[src/rtl/regulator_enable_control_params.svh]
// Offsets, field positions and reset values for the regulator control registers
`ifndef REGULATOR_ENABLE_CONTROL_PARAMS_SVH
`define REGULATOR_ENABLE_CONTROL_PARAMS_SVH

`define OFS_BUCK_ONE_LOW    9'h021
`define OFS_BUCK_FOUR       9'h022
`define OFS_BUCK_THREE      9'h024
`define OFS_LINEAR_ONE      9'h026
`define OFS_LINEAR_TWO      9'h027
`define OFS_VOLTAGE_SELECT  9'h032

`define FLD_ON              0
`define FLD_EN_SRC_LO       1
`define FLD_EN_SRC_HI       2
`define FLD_DEFAULT_SUPPLY_SW 3
`define FLD_PULLDOWN_OFF    3
`define FLD_VOLT_SRC_LO     5
`define FLD_VOLT_SRC_HI     6
`define FLD_DEFAULT_SUPPLY_LIN 7

`define SWITCHER_WMASK      8'h6F
`define LINEAR_WMASK        8'hEF
`define BUCK_ONE_LOW_WMASK  8'h07
`define CONTROL_RESET       8'h00
`define SELECT_RESET        8'h00

`endif

[src/rtl/regulator_enable_control_pkg.sv]
// Types shared by the regulator control register bank
package regulator_enable_control_pkg;
  typedef enum logic [1:0] {
    SRC_SEQUENCER = 2'h0,
    SRC_INPUT_ONE = 2'h1,
    SRC_INPUT_TWO = 2'h2,
    SRC_INPUT_THREE = 2'h3
  } source_type;
  // Channel order in all per-channel vectors
  typedef enum logic [2:0] {
    CH_BUCK_ONE = 3'h0,
    CH_BUCK_FOUR = 3'h1,
    CH_BUCK_THREE = 3'h2,
    CH_LINEAR_ONE = 3'h3,
    CH_LINEAR_TWO = 3'h4
  } channel_type;
endpackage : regulator_enable_control_pkg

[src/rtl/regulator_enable_control_regs.sv]
// Control register bank for buck and linear regulator channels
`timescale 1ns/10ps
`include "regulator_enable_control_params.svh"

// Operation
// - Source code 00 sequencer, else inputs 1..3
// - Enable input: active edge on, passive off
// - Buck voltage input: active B, passive A
// - Linear voltage input: active B, passive A
// - Buck bit 0 switches converter
// - Linear bit 0 switches regulator
// - Default-supply bit: bit 3 buck four and three (buck one has none), 7 linear
// - Linear bit 3 clear: pull-down when off
// - Shared select register chooses A or B
// - Input type bit sets active level
module regulator_enable_control_regs #(
  parameter int CHANNELS = 5,
  parameter int INPUTS   = 3
) (
  input  wire logic                ref_clk,
  input  wire logic                rst,
  input  wire logic                reg_write,
  input  wire logic                reg_read,
  input  wire logic [8:0]          reg_addr,
  input  wire logic [7:0]          reg_wdata,
  output logic      [7:0]          reg_rdata,
  output logic                     reg_addr_hit,
  input  wire logic [INPUTS-1:0]   general_input,
  input  wire logic [INPUTS-1:0]   input_active_high,
  input  wire logic [CHANNELS-1:0] sequencer_on,
  input  wire logic [CHANNELS-1:0] sequencer_setting_b,
  output logic      [CHANNELS-1:0] channel_on,
  output logic      [CHANNELS-1:0] setting_b,
  output logic      [CHANNELS-1:0] default_supply,
  output logic      [1:0]          pulldown_on
);
  logic [7:0]          ctrl_r [CHANNELS];
  logic [7:0]          select_r;
  logic [INPUTS-1:0]   rise_active;
  logic [INPUTS-1:0]   fall_passive;
  logic [CHANNELS-1:0] on_r;
  logic [CHANNELS-1:0] sel_b_r;
  logic [CHANNELS-1:0] on_nxt;

  function automatic logic is_linear(input int ch);
    return ch >= int'(regulator_enable_control_pkg::CH_LINEAR_ONE);
  endfunction : is_linear

  function automatic logic [8:0] chan_offset(input int ch);
    case (ch)
      0:       return `OFS_BUCK_ONE_LOW;
      1:       return `OFS_BUCK_FOUR;
      2:       return `OFS_BUCK_THREE;
      3:       return `OFS_LINEAR_ONE;
      default: return `OFS_LINEAR_TWO;
    endcase
  endfunction : chan_offset

  function automatic logic [7:0] chan_wmask(input int ch);
    if (ch == 0) begin
      return `BUCK_ONE_LOW_WMASK;
    end
    return is_linear(ch) ? `LINEAR_WMASK : `SWITCHER_WMASK;
  endfunction : chan_wmask

  // Event on the chosen input; sequencer code yields none
  function automatic logic src_event(input logic [1:0] src, input logic [INPUTS-1:0] ev);
    case (regulator_enable_control_pkg::source_type'(src))
      regulator_enable_control_pkg::SRC_SEQUENCER:   return 1'b0;
      regulator_enable_control_pkg::SRC_INPUT_ONE:   return ev[0];
      regulator_enable_control_pkg::SRC_INPUT_TWO:   return ev[1];
      regulator_enable_control_pkg::SRC_INPUT_THREE: return ev[2];
      default:                                        return 1'b0;
    endcase
  endfunction : src_event

  input_edge_detect #(
    .WIDTH (INPUTS)
  ) u_edges (
    .ref_clk      (ref_clk),
    .rst          (rst),
    .pin_in       (general_input),
    .active_high  (input_active_high),
    .rise_active  (rise_active),
    .fall_passive (fall_passive)
  );

  // Reserved channel bits are not writable and read as zero; select bits 7:5 are stored and read back
  always_ff @(posedge ref_clk or posedge rst) begin
    if (rst) begin
      for (int i = 0; i < CHANNELS; i++) begin
        ctrl_r[i] <= `CONTROL_RESET;
      end
    end else if (reg_write) begin
      for (int i = 0; i < CHANNELS; i++) begin
        if (reg_addr == chan_offset(i)) begin
          ctrl_r[i] <= reg_wdata & chan_wmask(i);
        end
      end
    end
  end

  always_ff @(posedge ref_clk or posedge rst) begin
    if (rst) begin
      select_r <= `SELECT_RESET;
    end else if (reg_write && reg_addr == `OFS_VOLTAGE_SELECT) begin
      select_r <= reg_wdata;
    end
  end

  // Input edges drive the on state; a register write of bit 0 also sets it
  always_ff @(posedge ref_clk or posedge rst) begin
    if (rst) begin
      on_r <= '0;
    end else begin
      for (int i = 0; i < CHANNELS; i++) begin
        if (src_event(ctrl_r[i][`FLD_EN_SRC_HI:`FLD_EN_SRC_LO], rise_active)) begin
          on_r[i] <= 1'b1;
        end else if (src_event(ctrl_r[i][`FLD_EN_SRC_HI:`FLD_EN_SRC_LO], fall_passive)) begin
          on_r[i] <= 1'b0;
        end else if (reg_write && reg_addr == chan_offset(i)) begin
          on_r[i] <= reg_wdata[`FLD_ON];
        end
      end
    end
  end

  // Voltage selection: input edges or shared select register
  always_ff @(posedge ref_clk or posedge rst) begin
    if (rst) begin
      sel_b_r <= '0;
    end else begin
      for (int i = 0; i < CHANNELS; i++) begin
        if (src_event(ctrl_r[i][`FLD_VOLT_SRC_HI:`FLD_VOLT_SRC_LO], rise_active)) begin
          sel_b_r[i] <= 1'b1;
        end else if (src_event(ctrl_r[i][`FLD_VOLT_SRC_HI:`FLD_VOLT_SRC_LO], fall_passive)) begin
          sel_b_r[i] <= 1'b0;
        end else if (reg_write && reg_addr == `OFS_VOLTAGE_SELECT) begin
          sel_b_r[i] <= reg_wdata[i];
        end
      end
    end
  end

  // Sequencer request is ORed into the on state when its source code is zero
  always_comb begin
    for (int i = 0; i < CHANNELS; i++) begin
      on_nxt[i] = (ctrl_r[i][`FLD_EN_SRC_HI:`FLD_EN_SRC_LO] == 2'h0)
                  ? (on_r[i] | sequencer_on[i]) : on_r[i];
    end
  end

  always_ff @(posedge ref_clk or posedge rst) begin
    if (rst) begin
      channel_on     <= '0;
      setting_b      <= '0;
      default_supply <= '0;
      pulldown_on    <= '0;
    end else begin
      for (int i = 0; i < CHANNELS; i++) begin
        channel_on[i] <= on_nxt[i];
        setting_b[i]  <= (ctrl_r[i][`FLD_VOLT_SRC_HI:`FLD_VOLT_SRC_LO] == 2'h0)
                         ? (sel_b_r[i] | sequencer_setting_b[i]) : sel_b_r[i];
        default_supply[i] <= is_linear(i) ? ctrl_r[i][`FLD_DEFAULT_SUPPLY_LIN]
                                          : ctrl_r[i][`FLD_DEFAULT_SUPPLY_SW];
      end
      for (int j = 0; j < 2; j++) begin
        // Same next state as channel_on, so pull-down never overlaps an on output
        pulldown_on[j] <= ~on_nxt[3+j] & ~ctrl_r[3+j][`FLD_PULLDOWN_OFF];
      end
    end
  end

  // Channel reads show stored fields with live on state in bit 0
  always_comb begin
    reg_rdata    = 8'h00;
    reg_addr_hit = 1'b0;
    if (reg_addr == `OFS_VOLTAGE_SELECT) begin
      reg_rdata    = {{(8-CHANNELS){1'b0}}, sel_b_r} | (select_r & 8'hE0);
      reg_addr_hit = 1'b1;
    end
    for (int i = 0; i < CHANNELS; i++) begin
      if (reg_addr == chan_offset(i)) begin
        reg_rdata    = (ctrl_r[i] & 8'hFE) | {7'h00, on_r[i]};
        reg_addr_hit = 1'b1;
      end
    end
  end
endmodule : regulator_enable_control_regs

[src/rtl/input_edge_detect.sv]
// Synchronises the general inputs, applies polarity, flags edges
`timescale 1ns/10ps
module input_edge_detect #(
  parameter int WIDTH = 3
) (
  input  wire logic             ref_clk,
  input  wire logic             rst,
  input  wire logic [WIDTH-1:0] pin_in,
  input  wire logic [WIDTH-1:0] active_high,
  output logic      [WIDTH-1:0] rise_active,
  output logic      [WIDTH-1:0] fall_passive
);
  logic [WIDTH-1:0] sync1_r;
  logic [WIDTH-1:0] sync2_r;
  logic [WIDTH-1:0] level_r;
  logic [WIDTH-1:0] level_nxt;
  logic [1:0]       prime_cnt_r;

  always_ff @(posedge ref_clk or posedge rst) begin
    if (rst) begin
      sync1_r <= '0;
      sync2_r <= '0;
    end else begin
      sync1_r <= pin_in;
      sync2_r <= sync1_r;
    end
  end

  // Type bit sets which level is active
  assign level_nxt = ~(sync2_r ^ active_high);

  always_ff @(posedge ref_clk or posedge rst) begin
    if (rst) begin
      level_r     <= '0;
      prime_cnt_r <= 2'h0;
    end else begin
      level_r <= level_nxt;
      // Count until both sync stages and the level flop hold real samples
      if (prime_cnt_r != 2'h3) begin
        prime_cnt_r <= prime_cnt_r + 2'h1;
      end
    end
  end

  // No edges until the first settled sample is held
  always_ff @(posedge ref_clk or posedge rst) begin
    if (rst) begin
      rise_active  <= '0;
      fall_passive <= '0;
    end else begin
      rise_active  <= (prime_cnt_r == 2'h3) ? (level_nxt & ~level_r) : '0;
      fall_passive <= (prime_cnt_r == 2'h3) ? (~level_nxt & level_r) : '0;
    end
  end
endmodule : input_edge_detect

[config.mk]
export PLATFORM = sky130hd
export DESIGN_NAME = regulator_enable_control_regs
export DESIGN_NICKNAME = d
export VERILOG_FILES = /design/src/rtl/regulator_enable_control_pkg.sv /design/src/rtl/regulator_enable_control_regs.sv /design/src/rtl/input_edge_detect.sv
export VERILOG_INCLUDE_DIRS = /design/src /design/src/rtl
export SDC_FILE = /design/constraint.sdc
export NUM_CORES = 1
export LEC_CHECK = 0
export ABC_CLOCK_PERIOD_IN_PS = 2700
export BUFFER_PORTS_ARGS = -buffer_cell sky130_fd_sc_hd__clkbuf_2
export CAP_MARGIN = 20
export CORE_ASPECT_RATIO = 1.4
export CORE_MARGIN = 10
export CORE_UTILIZATION = 30
export CTS_CLUSTER_DIAMETER = 30
export DETAILED_ROUTE_END_ITERATION = 10
export PLACE_DENSITY = 0.46
export SYNTH_ARGS = -nofsm -noshare
export SYNTH_HDL_FRONTEND = slang
export SYNTH_HIERARCHICAL = 1
export SYNTH_SLANG_ARGS = --single-unit
[constraint.sdc]
create_clock -name ref_clk -period 2.7 [get_ports ref_clk]
set_clock_uncertainty 0.1 [all_clocks]
set_input_delay 0.54 -clock ref_clk [delete_from_list [all_inputs] [get_ports ref_clk]]
set_output_delay 0.54 -clock ref_clk [all_outputs]
set_load 0.1 [all_outputs]
=== Word level (Yosys, flattened, before mapping) ===
Index checks and enable logic that the tools add are counted.

* Logic and storage cells: 239
* Register bits after elaboration: 86
* Input bits: 37
* Output and inout bits: 26

* Mux-type cells: 104
* Bitwise logic cells: 29
* Equal/unequal tests: 48
* $add $sub $neg: 1
* Reduce and logical (&&, ||, !) cells: 31

{| class="wikitable"
|+ Operators with widths
! cell !! count
|-
| two-way mux 9 bit || 15
|-
| == test 9 bit || 10
|-
| case mux 1 bit (4 select lines) || 20
|-
| two-way mux 8 bit || 8
|-
| two-way mux 1 bit || 58
|-
| == test 9 x 6 -> 1 bit, second input constant || 6
|-
| == test 2 bit, second input constant || 21
|-
| nonzero test 3 bit || 10
|-
| OR 8 x 1 -> 8 bit || 3
|-
| == test 2 x 1 -> 1 bit, second input constant || 10
|-
| zero test 2 bit || 10
|-
| OR 7 x 1 -> 7 bit || 2
|-
| OR 1 bit || 10
|-
| AND reduction 2 bit || 5
|-
| NOT 3 bit || 3
|-
| bitwise AND 8 bit || 1
|-
| OR 5 x 8 -> 8 bit || 1
|-
| two-way mux 7 bit || 1
|-
| bitwise AND 3 bit || 2
|-
| logical AND 1 bit || 6
|-
| two-way mux 3 bit || 2
|-
| NOT 1 bit || 4
|-
| bitwise XOR 3 bit || 1
|-
| adder 2 x 1 -> 2 bit, second input constant || 1
|-
| other kinds (2) || 3
|}

=== Depth between registers and ports, before layout ===
Gate-level depths: netlist of the first run.

* Word-level depth: 10
* Depth in mapped cells: 6
* Depth with buffers taken out: 4

=== Cells and area by module ===
Netlist of the first run, hierarchy kept.

{| class="wikitable"
|+ Modules (own cells, without submodules)
! module !! instances !! cells an instance !! sequential area each (µm²) !! area each (µm²)
|-
| regulator_enable_control_regs || 1 || 302 || 1,326.3 || 3,026.7
|-
| input_edge_detect || 1 || 33 || 425.4 || 540.5
|}

=== Least setup slack after synthesis of the first run ===
OpenSTA, ideal clock, no wires.

* Path type: input port to output port
* From: input port reg_addr[0]
* To: output port reg_rdata[3]
* Slack: -1.583 ns
* Data required time: 2.060 ns
* Stages: 5
* Buffers on the path: 1
* Arrival time: 3.643 ns
* Cells stage by stage: clkbuf_1 or4_1 nor3_1 a31oi_1 o31ai_1

* Word-level cells in the longest chain between the ends: 7
* Elaborated cells between the ends (all ways): 12
* Those cells by class: eq/ne (6); mux (6)

{| class="wikitable"
|+ Ends and longest elaborated chain
! what !! RTL line !! source
|-
| start, declared || regulator_enable_control_regs.sv:24 || <nowiki>input wire logic [8:0] reg_addr,</nowiki>
|-
| == test 9 x 6 -> 1 bit (no line) || n/a ||
|-
| two-way mux 8 bit || regulator_enable_control_regs.sv:178 || <nowiki>if (reg_addr == `OFS_VOLTAGE_SELECT) begin</nowiki>
|-
| two-way mux 8 bit (4 in series) || regulator_enable_control_regs.sv:183 || <nowiki>if (reg_addr == chan_offset(i)) begin</nowiki>
|-
| two-way mux 8 bit (*) || regulator_enable_control_regs.sv:183 ||
|-
| end, declared || regulator_enable_control_regs.sv:26 || <nowiki>output logic [7:0] reg_rdata,</nowiki>
|}

Every way passes the cells marked *; elsewhere a longest branch is shown, timed or not.

=== Worst setup path in the final report of the first run ===
* From: input port reg_addr[7]
* To: output port reg_rdata[1]

Same word-level chain as after synthesis.

==> impl_metrics.py, run 1 <==
metrics = {
    "outcome": {
        "outcome": "complete, but fails checks",
        "violations": "negative setup slack",
    },
    "job": {
        "cap_violations": 0,
    },
    "synthesis": {
        "synthAdderAreaFrac_pct": 0.351,
        "synth.avg_cell_area_um2": 10.6,
        "synth-compound-area-share_pct": 12.9,
        "synth_most_common_cell": "dfrtp_1",
        "synth_cell_types": 48,
        "synth_top_family_by_area": "multiplexers",
        "synth_fp_nets": 373,
        "ys_warn_count": 6,
        "synthMuxAreaShare_pct": 18.1,
        "synthesis.area_um2": 3570,
        "yosys.area_share.simple_pct": 14.6,
        "yosysTopAreaCellShare_pct": 49.1,
        "async_flop_share_pct": 100,
        "synth_xor_area_share_pct": 1.23,
        "syn_inst": 335,
        "synth_edf_count": 0,
        "synth_ff_type": "dfrtp_1",
        "synthTopCellsByCount": "dfrtp_1 (70), mux2_2 (36), nand2_1 (28)",
        "ys_ff_latch": 70,
        "synth_area_leaders": "dfrtp_1 (49%), mux2_2 (11%), mux2i_1 (5.1%), a21o_1 (3.6%), nand2_1 (2.9%)",
        "synth-seq-area-share_pct": 49.1,
        "synth_area_leader_cell": "dfrtp_1",
    },
    "global_route": {
        "grt_pass1_vias": 3105,
        "grt_pass1_wl_um": 16700,
        "grt_overflow_total": 0,
        "grt_usage_pct": 12.5,
        "grt_max_degree": 36,
        "antenna_found_initial": 0,
    },
    "clock_tree": {
        "cts_buffers": 9,
        "root_buffer": "clkbuf_16",
        "cts_tree": "built",
        "insertion_delay_ns": 0.33,
        "clk_pin_slew_ns": 0.05,
        "h-tree-depth": 3,
        "clockBufferDepth": 2,
        "cts_sinks": 70,
    },
    "floorplan": {
        "core-area_um2": 11800,
        "die_x_um": 112,
        "start_util_pct": 30.3,
        "die_area_um2": 16700,
        "die_h_um": 149,
        "rows": 47,
        "ioPinCount": 63,
    },
    "timing": {
        "maxSlewViolCount": 0,
        "timing.fmax_mhz": 361,
        "setup_viol": 5,
        "hold_viol_final": 0,
        "tightestPinTransition_ns": 0.771,
        "setup_slack_ns": -0.0700,
        "final.period_utilization_pct": 103,
        "rsz0062_at_grt": "yes",
        "relSlewSlack_pct": 48.5,
        "fin_crit_ns": 2.77,
    },
    "worst_setup_path": {
        "cp-start-kind": "primary input",
        "arrival_ns": 2.13,
        "r2r-end": "sel_b_r[2]",
        "crit_type": "in -> out",
        "ff2ff_setup_slack_ns": 1.33,
        "cp-end-kind": "output pin",
        "crit_fanout": 4,
        "ff2ff_path_depth": 4,
        "required_ns": 2.06,
        "rr_startpoint": "u_edges/fall_passive[1]",
    },
    "detailed_routing": {
        "ant_nets": 0,
        "drt_iter0_markers": 100,
        "viasPerCell": 4.97,
        "drc": 0,
        "drtPass1Iterations": 5,
        "vias": 2858,
        "wl_per_cell_um": 18.1,
        "drt-total-wl_um": 10400,
    },
    "placement": {
        "dp_hpwl_um": 7930,
        "gp_congestion": 0.845,
        "dpl_worst_slack_ns": -0.294,
        "port_buffers": 60,
    },
    "layout": {
        "fillers": 1168,
        "antenna_cells": 0,
        "multi_input_area_um2": 1860,
        "layout-drive-gt1-share_pct": 42.8,
        "area_growth_pct": 36.4,
        "register_area_um2": 1750,
        "fin_nets": 461,
    },
    "power_and_ir_drop": {
        "power_frac_clock_pct": 36.6,
        "power.internal_w": 0.00197,
        "netSwitchingFraction_pct": 32.7,
        "power.switching_w": 0.000958,
        "p_leak_nw": 2.20,
        "power_w": 0.00293,
        "p_per_area_nw_per_um2": 601,
        "power_frac_comb_pct": 20.3,
        "max-vdd-ir-drop_v": 0.000400,
        "pwr-share-seq_pct": 43.1,
    },
    "min_path": {
        "hold_class": "in -> async",
    },
}
## layer usage
metal	up-vias	part of all wire, %	GRT usage (%)
met3	14	4.6	3.62
met1	1386	45	15.2
met2	76	49	20.6
li1	1382	-	-
met5	-	0	0
met4	0	1.6	4.77
## worst max path at each step
stage | startpoint | end | slack, ns | depth (start not counted)
floorplan | reg_addr[6] | reg_rdata[1] | -0.77 | 5
global placement | reg_addr[8] | reg_rdata[1] | -0.30 | 7
detailed placement | reg_addr[8] | reg_rdata[7] | -0.29 | 7
CTS | reg_addr[7] | reg_rdata[1] | -0.08 | 8
global route | reg_addr[7] | reg_rdata[1] | -0.13 | 8
finish | reg_addr[7] | reg_rdata[1] | -0.07 | 7
## power groups by stage
stage / clock network (W) / registers [W] / logic, W
after floorplan: 0 / 0.00146 / 0.000222
after global placement: 0 / 0.00128 / 0.000579
after detailed placement: 0 / 0.00128 / 0.000585
after CTS: 0.00110 / 0.00126 / 0.000596
after global routing: 0.00114 / 0.00128 / 0.000639
final: 0.00107 / 0.00126 / 0.000595
## flip-flops by register name, summed over array words and instances (netlist names)
register              cells
on_r                      5
channel_on                5
u_edges/level_r           3
pulldown_on               2
u_edges/prime_cnt_r       2
default_supply            4
select_r                  4
u_edges/fall_passive      3
u_edges/sync1_r           3
setting_b                 5
sel_b_r                   4
u_edges/rise_active       3
u_edges/sync2_r           3
ctrl_r                   24
## through the flow
stage	hold slack, ns	setup TNS [ns]	cells	util [%]	instance area, um^2
final	0.194	-0.182	575	41.4	4870
after global routing	0.202	-0.563	575	41.4	4870
after CTS	0.199	-0.380	574	40.7	4790
after detailed placement	0.239	-1.64	558	37.9	4460
after global placement	0.234	-1.67	558	37.9	4460
after floorplan	0.231	-3.36	335	-	3640
## area by class of cell
type	instances	area share (%)
tap	147	3.78
clock buffer	12	5.06
clock inverter	4	0.463
multi-input combinational	234	38.3
timing repair buffer	100	15.8
sequential	70	36.0
inverter	8	0.617
## kinds of logic (layout without fill, tap and decap cells)
kind of cell | Yosys count | count (layout)
mux | 58 | 58
simple gates | 95 | 95
buf+inv | 31 | 124
fa+ha+maj | 1 | 1
compound gates | 74 | 74
other cells | 1 | 1
flops | 70 | 70
xor+xnor | 5 | 5
## placed cells by master, fill, tap and decap left out, drive strengths merged, types with 4 or more instances in the layout
master,n
dfrtp,70
clkbuf,63
buf,49
mux2,40
nand2,28
o21ai,21
nor2,19
mux2i,18
a21o,17
a21oi,16
inv,8
nor3,8
nand4,6
nor3b,6
nor2b,5
o31ai,5
a31oi,4
nand3b,4
and3,4
## critical path: stages
cell and delay [ns]:
buf_6 0.09, buf_4 0.13, or3b_4 0.43, a2111oi_4 0.20
o31ai_1 0.13, o211ai_1 0.37, buf_12 0.23
## timing repair
item,4_1_cts,5_1_grt
setup endpoints to repair,7,8
hold buffers,0,0
gates resized for setup,16,12
setup buffers,1,1
pin swaps,9,5
Note: power is estimated with default switching activity, not from simulation.
==> run 2: changes to the inputs <==
Settings changed: ABC_CLOCK_PERIOD_IN_PS 2700 to 2400, PLACE_DENSITY 0.46 to 0.48, TNS_END_PERCENT set to 50.
Clock period 2.7 ns to 2.4 ns, I/O delays scaled along.
==> impl_metrics.py, run 2 (synthesized netlist as in run 1, its figures left out) <==
metrics = {
    "outcome": {
        "outcome": "complete, but fails checks",
        "violations": "negative setup slack",
    },
    "placement": {
        "dp.cells": 554,
        "gp_congestion": 0.859,
        "port_buffers": 60,
        "dp_hpwl_um": 7930,
    },
    "worst_setup_path": {
        "crit_fanout": 5,
        "crit_family": "compound AO/OA/AOI/OAI gates",
        "ff2ff_path_depth": 4,
        "cp_num_buf_inv": 3,
        "ff2ff_setup_slack_ns": 1.04,
        "max_stage_delay_ns": 0.41,
        "cp-end-kind": "output pin",
        "critPathSlowestCell": "o211ai_1",
        "worstPathCellList": "clkbuf_2 > buf_4 > nand3b_1 > a2111oi_4 > o31ai_1 > o211ai_1 > buf_12",
        "worst-path-stages": 7,
        "arrival_ns": 2.10,
        "crit_type": "in -> out",
        "required_ns": 1.82,
        "cp-start-kind": "primary input",
    },
    "detailed_routing": {
        "vias": 2893,
        "drtPass1Iterations": 4,
        "viasPerCell": 5.08,
        "drt_iter0_markers": 106,
        "wl_per_cell_um": 18.7,
        "drc": 0,
        "ant_nets": 0,
        "drt-total-wl_um": 10600,
    },
    "clock_tree": {
        "cts_buffers": 9,
        "cts_sinks": 70,
        "h-tree-depth": 3,
        "root_buffer": "clkbuf_16",
        "insertion_delay_ns": 0.33,
        "clockBufferDepth": 2,
        "clk_pin_slew_ns": 0.06,
        "cts_tree": "built",
        "ctsHoldBuffers": 0,
    },
    "layout": {
        "largest_reg_flops": 24,
        "fin_cells": 570,
        "layout_common_cells": "dfrtp_1 (70), clkbuf_2 (47), mux2_2 (35)",
        "largest-register": "ctrl_r",
        "final_common_cell": "dfrtp_1",
        "antenna_cells": 0,
        "layout-drive-gt1-share_pct": 42.3,
        "fin_nets": 457,
        "area_growth_pct": 38.0,
        "fillers": 1137,
        "finish.utilization_pct": 41.9,
    },
    "global_route": {
        "grt_pass1_wl_um": 16800,
        "grt_overflow_total": 0,
        "grt_max_degree": 31,
        "grt_usage_pct": 12.7,
        "antenna_found_initial": 0,
        "grt_pass1_vias": 3020,
    },
    "power_and_ir_drop": {
        "p_leak_nw": 2.24,
        "p_per_area_nw_per_um2": 710,
        "power_w": 0.00349,
        "max-vdd-ir-drop_v": 0.000405,
    },
    "timing": {
        "maxSlewViolCount": 0,
        "timing.fmax_mhz": 373,
        "rsz0062_at_grt": "yes",
        "setup_slack_ns": -0.280,
        "tightestPinTransition_ns": 0.626,
        "fin_crit_ns": 2.68,
        "relSlewSlack_pct": 58.2,
        "setup_viol": 7,
        "final.period_utilization_pct": 112,
        "hold_viol_final": 0,
    },
    "floorplan": {
        "ioPinCount": 63,
        "start_util_pct": 30.3,
        "die_h_um": 149,
        "rows": 47,
        "die_x_um": 112,
        "die_area_um2": 16700,
        "core-area_um2": 11800,
    },
    "job": {
        "cap_violations": 0,
    },
    "min_path": {
        "hold_class": "in -> async",
    },
}
-- run 2: changes by cell type in the layout (fill, tap and decap cells not counted), sizes merged --
| cell | previous run | this run |
|---|---|---|
| buf | 49 | 48 |
| bufinv | 0 | 2 |
| clkbuf | 63 | 58 |
| clkinvlp | 1 | 0 |
-- run 2: cell type report --
| class | instances | area (um^2) | area share (%) |
|---|---|---|---|
| Sequential cell | 70 | 1750 | 35.6 |
| Timing Repair Buffer | 96 | 772 | 15.7 |
| Clock buffer | 10 | 229 | 4.65 |
| Clock inverter | 5 | 75.1 | 1.53 |
| Tap cell | 147 | 184 | 3.74 |
| Multi-Input combinational cell | 234 | 1880 | 38.2 |
| Inverter | 8 | 30.0 | 0.610 |
-- run 2: worst paths after layout --
| check | to | startpoint |
|---|---|---|
| max | reg_rdata[1] | reg_addr[1] |
| min | setting_b[2] | rst |
| max reg2reg | sel_b_r[3] | ctrl_r[14] |
| min reg2reg | u_edges/sync2_r[2] | u_edges/sync1_r[2] |
| max in group asynchronous | ctrl_r[34] | rst |
| min in group ref_clk | u_edges/sync1_r[2] | general_input[2] |
-- run 2: timing repair --
action / CTS / global route
pin swaps: 6 / 7
endpoints found under the setup margin: 8 / 8
setup buffers: 0 / 1
resized for setup: 21 / 19
-- run 2: routing by layer --
layer  up-vias  wire (um)  track usage [%]  share of wire, %
li1       1357          -                -                 -
met1      1468       4510             14.4                42
met2        59       5500             22.1                52
met3         9        452             3.50               4.2
met4         0        168             4.96               1.6
met5         -          0                0                 0
-- run 2: through the flow --
stage / instance area [um^2] / TNS [ns] / worst slack (ns) / hold slack [ns]
floorplan: 3630 / -5.19 / -0.946 / 0.231
global placement: 4430 / -5.06 / -0.533 / 0.235
detailed placement: 4430 / -5.03 / -0.528 / 0.243
CTS: 4820 / -1.81 / -0.289 / 0.104
global route: 4920 / -1.97 / -0.369 / 0.130
finish: 4920 / -1.58 / -0.280 / 0.0885
-- run 2: power by group --
| group | internal, W | switching (W) |
|---|---|---|
| clock network | 0.000898 | 0.000498 |
| logic | 0.000196 | 0.000472 |
| registers | 0.00130 | 0.000129 |
| total | 0.00239 | 0.00110 |
